--- config.mk ---
export PLATFORM = sky130hd
export DESIGN_NAME = stepper_driver_input_control
export DESIGN_NICKNAME = d
export VERILOG_FILES = /design/src/stepper_pkg.sv /design/src/stepper_driver_input_control.sv
export SDC_FILE = /design/constraint.sdc
export NUM_CORES = 1
export LEC_CHECK = 0
export BUFFER_PORTS_ARGS = -buffer_cell sky130_fd_sc_hd__clkbuf_2
export CELL_PAD_IN_SITES_DETAIL_PLACEMENT = 1
export CELL_PAD_IN_SITES_GLOBAL_PLACEMENT = 1
export CORE_AREA = 2 2 151 153
export CTS_BUF_LIST = sky130_fd_sc_hd__clkbuf_8 sky130_fd_sc_hd__clkbuf_16
export DETAILED_ROUTE_END_ITERATION = 16
export DIE_AREA = 0 0 153 155
export PLACE_DENSITY = 0.78
export SLEW_MARGIN = 20
export SYNTH_ARGS = -nofsm -noshare
export SYNTH_HDL_FRONTEND = slang
export SYNTH_SLANG_ARGS = --single-unit
--- constraint.sdc ---
create_clock -name sys_clk -period 4.38 [get_ports sys_clk]
set_input_delay 0.438 -clock sys_clk [delete_from_list [all_inputs] [get_ports sys_clk]]
set_output_delay 0.438 -clock sys_clk [all_outputs]
set_load 0.1 [all_outputs]
--- src/stepper_pkg.sv ---
/*
 * constants, field layouts and carrier types for the stepper input control
 * block. assumes a 100 MHz sys_clk and an APB master with 32-bit data.
 */
package stepper_pkg;

    // ==========================================================
    // timing
    localparam int unsigned CLK_PERIOD_NS = 10;
    // interval between two steps of a return to electrical home
    localparam int unsigned RET_STEP_TIME_NS = 10000;
    localparam int unsigned RET_STEP_CYCLES =
        (RET_STEP_TIME_NS + CLK_PERIOD_NS - 1) / CLK_PERIOD_NS;
    localparam logic [15:0] RET_RELOAD = 16'(RET_STEP_CYCLES - 1);

    // ==========================================================
    // register byte offsets
    localparam logic [31:0] OFF_CTRL = 32'h0000_0000;
    localparam logic [31:0] OFF_STATUS = 32'h0000_0004;
    localparam logic [31:0] OFF_POSITION = 32'h0000_0008;
    localparam logic [31:0] OFF_DEVIATION = 32'h0000_000c;
    localparam logic [31:0] OFF_RESOLUTION = 32'h0000_0010;

    // ==========================================================
    // control register fields
    localparam int CTRL_WIDTH = 5;
    localparam int CTRL_DUAL = 0;
    localparam int CTRL_THRUST = 1;
    localparam int CTRL_BRAKE_DRIVE = 2;
    localparam int CTRL_BRAKE_SEP = 3;
    localparam int CTRL_WARN_EN = 4;
    localparam logic [CTRL_WIDTH-1:0] CTRL_RESET = 5'h00;

    // status register fields
    localparam int ST_CURRENT = 0;
    localparam int ST_RELEASED = 1;
    localparam int ST_BRAKE_HOLD = 2;
    localparam int ST_WARNING = 3;
    localparam int ST_BLOCKED = 4;
    localparam int ST_RETURNING = 5;
    localparam int ST_SOFT_ALARM = 6;
    localparam int ST_HARD_ALARM = 7;
    localparam int ST_PUSH_CUR = 8;
    localparam int ST_PRESET_SEEN = 9;

    // ==========================================================
    // resolution defaults in pulses per revolution
    localparam logic [15:0] RES_ONE_B_OFF = 16'h03e8;
    localparam logic [15:0] RES_TWO_B_OFF = 16'h2710;
    localparam logic [15:0] RES_ONE_B_ON = 16'h01f4;
    localparam logic [15:0] RES_TWO_B_ON = 16'h1388;

    // ==========================================================
    // opto input vector positions
    localparam int NUM_PINS = 11;
    localparam int PIN_EXCITE = 0;
    localparam int PIN_STEP = 1;
    localparam int PIN_DIR = 2;
    localparam int PIN_RELEASE = 3;
    localparam int PIN_RES_SEL = 4;
    localparam int PIN_RETURN = 5;
    localparam int PIN_PRESET = 6;
    localparam int PIN_LEVEL0 = 7;
    localparam int PIN_CLEAR = 8;
    localparam int PIN_SW_A = 9;
    localparam int PIN_SW_B = 10;

    // ==========================================================
    // carriers
    typedef struct packed {
        logic psel;
        logic penable;
        logic pwrite;
        logic [31:0] paddr;
        logic [31:0] pwdata;
    } apb_req_t;

    typedef struct packed {
        logic [31:0] prdata;
        logic pready;
        logic pslverr;
    } apb_rsp_t;

    typedef struct packed {
        logic current_on;
        logic brake_release;
        logic step_cw;
        logic step_ccw;
        logic push_current;
        logic [2:0] push_level;
        logic [15:0] resolution;
    } motor_cmd_t;

    typedef enum logic [0:0] {RET_IDLE, RET_RUN} ret_state_t;

endpackage : stepper_pkg

--- src/stepper_driver_input_control.sv ---
/*
 * input command logic of a stepping motor driver: pulse decoding,
 * excitation and shaft release, resolution select, electrical home,
 * deviation clear and alarm reset, with an APB register slave.
 * assumes opto inputs are asynchronous levels (high = current flows) and
 * that fault and step acknowledge inputs come from logic on sys_clk.
 */
// The register offsets and the APB slave port were left to the implementer.
`timescale 1ns/1ps

// Behaviour
// excitation input high energises the windings; normally open logic.
// single-pulse mode, step rise with direction high gives one cw step.
// single-pulse mode, step rise with direction low gives one ccw step.
// dual-pulse mode, each pulse input rise gives one step its way.
// dual-pulse mode, both inputs high together count no step.
// controller keeps the idle pulse input low while pulsing the other.
// release high cuts current and frees a drive-controlled brake.
// release low restores current and holding torque.
// shaft released on release; held by excitation or brake otherwise.
// separately powered brake ignores the release input.
// push mode remaps select, return and preset pins to push controls.
// switches A,B off: resolution 1000 or 10000 by select input.
// switch A off, B on: resolution 500 or 5000 by select input.
// switch A on ignores select and keeps the second setting.
// select rise with warning enabled warns and blocks home return.
// push current select high switches to the push current.
// home return rise steps the motor back to position zero.
// preset rise zeroes position; controller presets only at standstill.
// deviation clear high zeroes the deviation and ignores pulses.
// deviation clear rise aborts any return operation in progress.
// during an alarm the clear pin falling edge resets soft alarms.
// hard alarms survive alarm reset until power is cycled.
// every input is on when its photocoupler carries current.
// alarm output restored well within 5 ms of the falling edge.
// inputs pass two flip-flops and edges use the synchronised level.
module stepper_driver_input_control (
    input wire logic sys_clk,
    input wire logic srst,
    input wire stepper_pkg::apb_req_t apb_req,
    output stepper_pkg::apb_rsp_t apb_rsp,
    input wire logic excite_cmd,
    input wire logic step_pulse,
    input wire logic dir_or_counterclockwise_step,
    input wire logic shaft_release,
    input wire logic res_select,
    input wire logic home_return,
    input wire logic home_preset,
    input wire logic push_level_bit0,
    input wire logic deviation_clear,
    input wire logic res_switch_a,
    input wire logic res_switch_b,
    input wire logic motor_step_ack,
    input wire logic fault_soft_in,
    input wire logic fault_hard_in,
    output stepper_pkg::motor_cmd_t motor_cmd,
    output logic fault_ok_out,
    output logic warning_out
);

    // ==========================================================
    // state
    typedef struct packed {
        logic [stepper_pkg::NUM_PINS-1:0] s1;
        logic [stepper_pkg::NUM_PINS-1:0] s2;
        logic [stepper_pkg::NUM_PINS-1:0] s3;
        logic [stepper_pkg::CTRL_WIDTH-1:0] ctrl;
        logic signed [31:0] pos;
        logic [15:0] deviation;
        logic soft_alarm;
        logic hard_alarm;
        logic warning;
        logic home_blocked;
        logic preset_seen;
        stepper_pkg::ret_state_t ret;
        logic [15:0] ret_cnt;
        stepper_pkg::motor_cmd_t motor;
        logic fault_ok;
        stepper_pkg::apb_rsp_t rsp;
    } state_t;

    localparam state_t ST_RESET = '{
        s1: '0, s2: '0, s3: '0,
        ctrl: stepper_pkg::CTRL_RESET,
        pos: 32'sh0000_0000,
        deviation: 16'h0000,
        soft_alarm: 1'b0, hard_alarm: 1'b0,
        warning: 1'b0, home_blocked: 1'b0, preset_seen: 1'b0,
        ret: stepper_pkg::RET_IDLE,
        ret_cnt: 16'h0000,
        motor: '0,
        fault_ok: 1'b1,
        rsp: '0
    };

    state_t st_reg;
    state_t st_next;

    logic [stepper_pkg::NUM_PINS-1:0] pins;
    logic [stepper_pkg::NUM_PINS-1:0] lvl;
    logic [stepper_pkg::NUM_PINS-1:0] rise;
    logic [stepper_pkg::NUM_PINS-1:0] fall;
    logic dual_mode;
    logic push_mode;
    logic alarm;
    logic clr_active;
    logic current_on;
    logic accept;
    logic cw_cmd;
    logic ccw_cmd;
    logic step_cw;
    logic step_ccw;
    logic warn_set;
    logic ret_go;
    logic brake_rel;
    logic setup;
    logic wr_done;

    // ==========================================================
    // functions
    function automatic logic [15:0] res_pick(input logic sw_a,
                                             input logic sw_b,
                                             input logic sel);
        logic second;
        second = sw_a | sel;
        if (sw_b) begin
            res_pick = second ? stepper_pkg::RES_TWO_B_ON
                              : stepper_pkg::RES_ONE_B_ON;
        end else begin
            res_pick = second ? stepper_pkg::RES_TWO_B_OFF
                              : stepper_pkg::RES_ONE_B_OFF;
        end
    endfunction : res_pick

    function automatic logic reg_hit(input logic [31:0] addr);
        reg_hit = (addr == stepper_pkg::OFF_CTRL) ||
                  (addr == stepper_pkg::OFF_STATUS) ||
                  (addr == stepper_pkg::OFF_POSITION) ||
                  (addr == stepper_pkg::OFF_DEVIATION) ||
                  (addr == stepper_pkg::OFF_RESOLUTION);
    endfunction : reg_hit

    // ==========================================================
    // next state
    assign pins = {res_switch_b, res_switch_a, deviation_clear,
                   push_level_bit0, home_preset, home_return, res_select,
                   shaft_release, dir_or_counterclockwise_step, step_pulse,
                   excite_cmd};

    always_comb begin
        st_next = st_reg;
        // two-stage synchroniser, then one more stage for edges
        st_next.s1 = pins;
        st_next.s2 = st_reg.s1;
        st_next.s3 = st_reg.s2;
        lvl = st_reg.s2;
        rise = st_reg.s2 & ~st_reg.s3;
        fall = ~st_reg.s2 & st_reg.s3;

        dual_mode = st_reg.ctrl[stepper_pkg::CTRL_DUAL];
        push_mode = st_reg.ctrl[stepper_pkg::CTRL_THRUST];
        alarm = st_reg.soft_alarm | st_reg.hard_alarm;
        // the shared pin clears deviation only while no alarm is present
        clr_active = lvl[stepper_pkg::PIN_CLEAR] & ~alarm;

        current_on = lvl[stepper_pkg::PIN_EXCITE] &
                     ~lvl[stepper_pkg::PIN_RELEASE] & ~alarm;
        accept = current_on & ~clr_active &
                 (st_reg.ret == stepper_pkg::RET_IDLE);

        if (dual_mode) begin
            // a rise while the other input is high counts nothing
            cw_cmd = rise[stepper_pkg::PIN_STEP] &
                     ~lvl[stepper_pkg::PIN_DIR];
            ccw_cmd = rise[stepper_pkg::PIN_DIR] &
                      ~lvl[stepper_pkg::PIN_STEP];
        end else begin
            cw_cmd = rise[stepper_pkg::PIN_STEP] &
                     lvl[stepper_pkg::PIN_DIR];
            ccw_cmd = rise[stepper_pkg::PIN_STEP] &
                      ~lvl[stepper_pkg::PIN_DIR];
        end
        step_cw = cw_cmd & accept;
        step_ccw = ccw_cmd & accept;

        // home return lock after a resolution change
        warn_set = rise[stepper_pkg::PIN_RES_SEL] & ~push_mode &
                   ~lvl[stepper_pkg::PIN_SW_A] &
                   st_reg.ctrl[stepper_pkg::CTRL_WARN_EN];
        ret_go = rise[stepper_pkg::PIN_RETURN] & ~push_mode & current_on &
                 ~clr_active & ~warn_set &
                 (~st_reg.home_blocked | st_reg.preset_seen);
        if (ret_go) begin
            st_next.home_blocked = 1'b0;
            st_next.warning = 1'b0;
            st_next.preset_seen = 1'b0;
        end
        if (rise[stepper_pkg::PIN_PRESET] & ~push_mode &
            st_reg.home_blocked) begin
            st_next.preset_seen = 1'b1;
        end
        if (warn_set) begin
            // a new warning wins over an unlock in the same cycle
            st_next.warning = 1'b1;
            st_next.home_blocked = 1'b1;
            st_next.preset_seen = 1'b0;
        end

        // return to electrical home
        case (st_reg.ret)
            stepper_pkg::RET_IDLE: begin
                if (ret_go) begin
                    st_next.ret = stepper_pkg::RET_RUN;
                    st_next.ret_cnt = stepper_pkg::RET_RELOAD;
                end
            end
            stepper_pkg::RET_RUN: begin
                if ((rise[stepper_pkg::PIN_CLEAR] & ~alarm) | warn_set |
                    ~current_on | (st_reg.pos == 32'sh0000_0000)) begin
                    st_next.ret = stepper_pkg::RET_IDLE;
                end else if (st_reg.ret_cnt == 16'h0000) begin
                    st_next.ret_cnt = stepper_pkg::RET_RELOAD;
                    step_cw = st_reg.pos < 32'sh0000_0000;
                    step_ccw = st_reg.pos > 32'sh0000_0000;
                end else begin
                    st_next.ret_cnt = st_reg.ret_cnt - 16'h0001;
                end
            end
            default: begin
                st_next.ret = stepper_pkg::RET_IDLE;
            end
        endcase

        // accumulated command position; preset has priority
        if (rise[stepper_pkg::PIN_PRESET] & ~push_mode) begin
            st_next.pos = 32'sh0000_0000;
        end else if (step_cw) begin
            st_next.pos = st_reg.pos + 32'sh0000_0001;
        end else if (step_ccw) begin
            st_next.pos = st_reg.pos - 32'sh0000_0001;
        end

        // deviation: steps issued but not yet taken by the motor stage
        if (clr_active) begin
            st_next.deviation = 16'h0000;
        end else if ((step_cw | step_ccw) & ~motor_step_ack) begin
            if (st_reg.deviation != 16'hffff) begin
                st_next.deviation = st_reg.deviation + 16'h0001;
            end
        end else if (~(step_cw | step_ccw) & motor_step_ack) begin
            if (st_reg.deviation != 16'h0000) begin
                st_next.deviation = st_reg.deviation - 16'h0001;
            end
        end

        // alarms: a new fault wins over a reset edge
        if (alarm & fall[stepper_pkg::PIN_CLEAR]) begin
            st_next.soft_alarm = 1'b0;
        end
        if (fault_soft_in) begin
            st_next.soft_alarm = 1'b1;
        end
        if (fault_hard_in) begin
            st_next.hard_alarm = 1'b1;
        end
        st_next.fault_ok = ~(st_next.soft_alarm | st_next.hard_alarm);

        // brake released by excitation or the release input; an alarm leaves it holding
        brake_rel = st_reg.ctrl[stepper_pkg::CTRL_BRAKE_DRIVE] &
                    ~st_reg.ctrl[stepper_pkg::CTRL_BRAKE_SEP] & ~alarm &
                    (lvl[stepper_pkg::PIN_RELEASE] | current_on);

        st_next.motor.current_on = current_on;
        st_next.motor.brake_release = brake_rel;
        st_next.motor.step_cw = step_cw;
        st_next.motor.step_ccw = step_ccw;
        st_next.motor.push_current = push_mode &
                                     lvl[stepper_pkg::PIN_RES_SEL];
        st_next.motor.push_level = push_mode ?
            {lvl[stepper_pkg::PIN_PRESET], lvl[stepper_pkg::PIN_RETURN],
             lvl[stepper_pkg::PIN_LEVEL0]} : 3'h0;
        st_next.motor.resolution = res_pick(lvl[stepper_pkg::PIN_SW_A],
            lvl[stepper_pkg::PIN_SW_B],
            ~push_mode & lvl[stepper_pkg::PIN_RES_SEL]);

        // APB: read data captured in setup, ready in the access cycle
        setup = apb_req.psel & ~apb_req.penable;
        wr_done = apb_req.psel & apb_req.penable & st_reg.rsp.pready &
                  apb_req.pwrite;
        st_next.rsp.pready = setup;
        st_next.rsp.pslverr = setup & ~reg_hit(apb_req.paddr);
        st_next.rsp.prdata = 32'h0000_0000;
        if (setup & ~apb_req.pwrite) begin
            case (apb_req.paddr)
                stepper_pkg::OFF_CTRL: begin
                    st_next.rsp.prdata = {27'h0000000, st_reg.ctrl};
                end
                stepper_pkg::OFF_STATUS: begin
                    st_next.rsp.prdata = {22'h000000,
                        st_reg.preset_seen, st_reg.motor.push_current,
                        st_reg.hard_alarm, st_reg.soft_alarm,
                        st_reg.ret == stepper_pkg::RET_RUN,
                        st_reg.home_blocked, st_reg.warning,
                        st_reg.ctrl[stepper_pkg::CTRL_BRAKE_DRIVE] &
                            ~st_reg.ctrl[stepper_pkg::CTRL_BRAKE_SEP] &
                            ~st_reg.motor.brake_release,
                        ~st_reg.motor.current_on &
                            (st_reg.motor.brake_release |
                             ~st_reg.ctrl[stepper_pkg::CTRL_BRAKE_DRIVE] |
                             st_reg.ctrl[stepper_pkg::CTRL_BRAKE_SEP]),
                        st_reg.motor.current_on};
                end
                stepper_pkg::OFF_POSITION: begin
                    st_next.rsp.prdata = st_reg.pos;
                end
                stepper_pkg::OFF_DEVIATION: begin
                    st_next.rsp.prdata = {16'h0000, st_reg.deviation};
                end
                stepper_pkg::OFF_RESOLUTION: begin
                    st_next.rsp.prdata = {16'h0000, st_reg.motor.resolution};
                end
                default: begin
                    st_next.rsp.prdata = 32'h0000_0000;
                end
            endcase
        end
        if (wr_done & (apb_req.paddr == stepper_pkg::OFF_CTRL)) begin
            st_next.ctrl = apb_req.pwdata[stepper_pkg::CTRL_WIDTH-1:0];
        end
    end

    always_ff @(posedge sys_clk) begin
        if (srst) begin
            st_reg <= ST_RESET;
        end else begin
            st_reg <= st_next;
        end
    end

    assign apb_rsp = st_reg.rsp;
    assign motor_cmd = st_reg.motor;
    assign fault_ok_out = st_reg.fault_ok;
    assign warning_out = st_reg.warning;
endmodule : stepper_driver_input_control

Yosys cells after proc, flatten, opt, wreduce, memory -nomap -nowiden:

Index checks and enable logic that the tools add are counted.

* register bits after elaboration: 165
* bits in latches: 0
* bits in writable memories: 0
* ROM bits: 0
* input port bits: 83
* output and inout bits: 60
* logic and storage cells: 163
* memories: 0

* add/subtract/negate cells: 5
* multiply operators: 0
* div/mod/pow operators: 0
* order comparisons: 2
* equality and inequality tests: 8
* shift operators: 0
* multiplexer cells: 29
* bitwise logic cells: 75
* reduce and logical (&&, ||, !) cells: 20

Operator list (count)
* $pmux W32 S5: 1
* $mux W16: 6
* $eq A32 B4 Y1 const B: 2
* $logic_not A32 Y1: 2
* $mux W32: 2
* $and A1 B1 Y1: 38
* $pmux W17 S2: 1
* $add A32 B2 Y32 const B: 1
* $eq A32 B3 Y1 const B: 1
* $eq A32 B5 Y1 const B: 1
* $gt A32 B1 Y1 const B: 1
* $lt A32 B1 Y1 const B: 1
* $sub A16 B1 Y16 const B: 2
* $sub A32 B2 Y32 const B: 1
* $mux W14: 2
* $not A1 Y1: 22
* $and A9 B9 Y9: 2
* $not A9 Y9: 2
* $mux W17: 1
* $add A16 B1 Y16 const B: 1
* $logic_not A16 Y1: 1
* $ne A16 B16 Y1 const B: 1
* $reduce_bool A16 Y1: 1
* $mux W1: 13
* 10 further kinds: 33

Depth between registers and ports, before layout:

* depth after elaboration: 15
* mapped depth: 19
* gate-level depth less buffers: 18

Least setup slack after synthesis:

OpenSTA, ideal clock, no wires.

* kind: flip-flop to flip-flop
* start: register st_reg[71] (netlist bit)
* end: register st_reg[96] (netlist bit)
* library setup time: 128 ps
* arrival time: 4555 ps
* data required time: 4252 ps
* slack: -303 ps
* stages on the path, launching flop included: 18
* path buffers: 1
* clock period less this slack: 4683 ps
* path through: dfxtp_1 or4_4 or4_4 or3_1 o31a_1 buf_2 nand2_1 ha_1 inv_1 ha_1 o21ai_0 nor3_1 a211oi_1 or4_1 a311oi_1 nor3_1 xor2_1 nor2_1

* cells in the longest elaborated chain, start to end: 9
* elaborated cells on any way between the ends: 16
* classes of those cells: eq/ne: 1; mux: 7; bitwise: 4; reduce/logical: 4

RTL lines
* start, declared: RTL line stepper_driver_input_control.sv:96 `state_t st_reg;`
* start signal, assigned: RTL line stepper_driver_input_control.sv:336 `st_reg <= st_next;`
* $logic_not A16 Y1 (*): RTL line stepper_driver_input_control.sv:221 `end else if (st_reg.ret_cnt == 16'h0000) begin`
* $mux W1: RTL line stepper_driver_input_control.sv:221
* $mux W1: RTL line stepper_driver_input_control.sv:218 `if ((rise[stepper_pkg::PIN_CLEAR] & ~alarm) | warn_set |`
* $mux W1: RTL line stepper_driver_input_control.sv:210 `case (st_reg.ret)`
* $or A1 B1 Y1 (*): RTL line stepper_driver_input_control.sv:246, stepper_driver_input_control.sv:250
* $not A1 Y1: RTL line stepper_driver_input_control.sv:250 `end else if (~(step_cw | step_ccw) & motor_step_ack) begin`
* $and A1 B1 Y1: RTL line stepper_driver_input_control.sv:250
* $reduce_bool A2 Y1 (no line)
* $reduce_and A3 Y1 (no line)

Every way passes the cells marked *; elsewhere a longest branch is shown, timed or not.
A chain may end at the register's enable or synchronous reset.

Worst setup path after layout:

Ends and elaborated chain as after synthesis.

==> results.md <==
* Outcome: completed
* Hold Crit Depth at 2
* Slew Limit Fails at 0
* Tcrit/Tclk final at 98.2%
* Core Region at 22,200 um^2
* Final hold viol count at 0
* CTS buffer count at 17
* DRC at 0
* First-pass GRT wire length at 41.1 mm
* Via-per-instance ratio at 5.55
* Yosys cell types at 71
* Initial Util at 37.3%
* Initial antenna violation count at 0
* Vias in the first global route at 7,850
* Fillers at 2,678
* 1st-iter DRT viols at 569
* EDFF count, synth at 0
* Grt ovf at 0
* Max Fclk at 232 MHz
* CTS Hold Bufs at 0
* Ys async rst share at 0%
* Final Setup Violations at 0
* Pwr Density at 485 nW/um^2
* GRT Total Usage at 21.4%
* Req. time, crit path at 4.67 ns
* Routed WL at 25.2 mm
* Post-DP HPWL at 18.0 mm
* R2R depth at 16
* DRT antenna net count at 0
* Reg-to-Reg End: st_reg[96]$_SDFFE_PP0P_
* Slew Limit Headroom at 38.9%
* Area growth syn-to-layout at 19.8%
* Layout cell share with drive strength beyond 1 at 24.3%
* Skew-Pair Late Insertion Delay at 0.44 ns
* Hold path endpoint: st_next[152]$_SDFF_PP0_
* Mapped Area at 8280 um^2
* Setup WS post-layout at 0.0767 ns
* Layout Utilization at 44.6%
* Worst clock skew at 0.0157 ns
* Ys flop type: dfxtp_1
* FP Rows at 55
* P_leak at 4.10 nW
* Commonest non-fill, non-tap cell in the layout: dfxtp_1
* Largest net degree at the start of global routing at 68
* # placed instances at 1,350
* Worst-path clk slew at 0.08 ns
* Synthesis Warnings at 0
* Final min period at 4.30 ns
* Crit end category: register
* Root Buffer: clkbuf_16
* Crit path launch: st_reg[71]$_SDFFE_PP0P_
* Die span in x at 153 um
* Max VDD drop at 0.303 mV
* Register bit total from synthesis at 154
* Worst-Margin Slew at 0.912 ns
* CP max FO at 9
* Mapped Cells at 1,000
* Post-synthesis sequential area ratio at 37.2%
* DRT Pass-1 Iters at 6
* Vias at 7,694
* WS Path Type: reg2reg
* Max Root-Sink Buffers at 2
* CTS tree: yes
* Most frequent cells in the layout: dfxtp_1, nor2_1, clkbuf_2, buf_4, nand2_1
* HP Class: in2reg
* H-tree levels at 4
* Die H at 155 um
* DP Worst Slack at -0.196 ns
* Unrepaired setup endpoints after global routing: yes
* PortBufs at 110
* Startpoint types: register
* Hold Startpoint: push_level_bit0
* Number of flip-flops in the largest register at 77
* GPL Wtd Cong at 0.853
* Clk sink count at 154
* Non-Filler Instances at 1,387
* N_diodes at 0
* Ports at 143
* Die area at 23,700 um^2
* CP Data Arrival Time at 4.60 ns
* Layout Nets at 1,192
* R2R setup slack at 0.08 ns
* Worst R2R Start: st_reg[71]$_SDFFE_PP0P_
* Avg Cell Area, Syn at 8.28 um^2
* Total of max-cap violations at 0
* Routed WL per cell at 18.2 um
==> through the flow <==
stage	hold slack (ns)	setup TNS [ns]	power [mW]	area [um^2]
after floorplan	0.406	0	2.62	8360
after global placement	0.416	0	2.94	9100
after detailed placement	0.427	-0.461	3.00	9100
after CTS	0.190	0	4.62	9770
after global routing	0.205	-0.130	5.08	9920
final	0.199	0	4.82	9920
==> metal layers <==
layer / vias to the layer above / GRT usage (%) / wire, um
met5: - / 0 / 0
met4: 0 / 6.39 / 473
met3: 29 / 2.92 / 1020
met2: 192 / 38.1 / 12700
met1: 3802 / 26.9 / 11000
li1: 3671 / - / -
==> Yosys cell counts (5+ instances only) <==
library cell,n,share of area (%)
dfxtp_1,154,37
nor2_1,133,6.0
buf_4,58,5.3
nand2_1,56,2.5
a21oi_1,43,2.6
clkbuf_1,42,1.9
nor3_1,42,2.5
nor2b_1,36,2.7
o21ai_0,33,2.0
mux2i_1,32,3.9
and2_1,29,2.2
nand3_1,28,1.7
nor4_1,26,2.0
inv_1,23,1.0
nand4_1,23,1.7
xnor2_1,20,2.1
ha_1,19,2.9
and3_1,18,1.4
or3_1,18,1.4
xor2_1,18,1.9
or4_1,11,1.0
a211oi_1,10,0.91
or2_2,9,0.68
mux2_2,8,1.1
a22oi_1,7,0.63
a31oi_1,7,0.53
buf_1,7,0.32
a222oi_1,5,0.60
a311oi_1,5,0.53
==> where the power goes <==
part	total [mW]	switching, mW	internal [mW]
Combinational	1.63	0.848	0.781
Clock	1.56	0.767	0.794
Sequential	1.63	0.140	1.49
==> worst max-delay path: stages (launching register included) <==
cell,delay (ns)
dfxtp_2,0.32
or4_4,0.55
or4_4,0.43
or3_1,0.36
o31a_1,0.27
nand2_2,0.12
ha_4,0.18
inv_8,0.07
ha_4,0.27
o21ai_1,0.09
nor3_2,0.24
a211oi_4,0.12
or4_1,0.55
a311oi_2,0.24
nor3_2,0.08
xor2_1,0.18
nor2_1,0.06
==> worst max path at each step <==
stage                              end  slack (ns)  cells past startpoint
2_1_floorplan  st_reg[96]$_SDFFE_PP0P_        0.02                     17
3_3_place_gp   st_reg[94]$_SDFFE_PP0P_       0.008                     16
3_5_place_dp   st_reg[94]$_SDFFE_PP0P_       -0.20                     16
4_1_cts        st_reg[96]$_SDFFE_PP0P_        0.04                     16
5_1_grt        st_reg[96]$_SDFFE_PP0P_       -0.08                     16
6_report       st_reg[96]$_SDFFE_PP0P_        0.08                     16
==> kinds of logic (layout without fill, tap and decap cells) <==
| kind of cell | count (synthesis) | count (layout) | share of synthesized area, % |
|---|---|---|---|
| buffers and inverters | 136 | 234 | 9.03 |
| other | 1 | 5 | 0.0453 |
| and+or+nand+nor | 454 | 454 | 28.4 |
| AOI/OAI and AO/OA | 155 | 155 | 12.7 |
| adders and majority gates | 20 | 20 | 3.11 |
| xor gates and xnor gates | 38 | 38 | 4.02 |
| muxes | 42 | 42 | 5.50 |
| DFF | 154 | 154 | 37.2 |
==> layout make-up <==
type                       count  area, um^2  share of cell area (%)
inverter                      23        93.8                   0.946
multi-input combinational    714        4680                    47.1
timing repair buffer         179        1070                    10.8
tap                          285         357                    3.59
sequential                   154        3080                    31.1
clock inverter                15         216                    2.18
clock buffer                  17         425                    4.29
==> timing repair <==
item,CTS,global route
gates resized for setup,5,23
pin swaps,2,10
buffers inserted,1,4
setup endpoints to repair,5,4
Note: power is estimated with default switching activity, not from simulation.
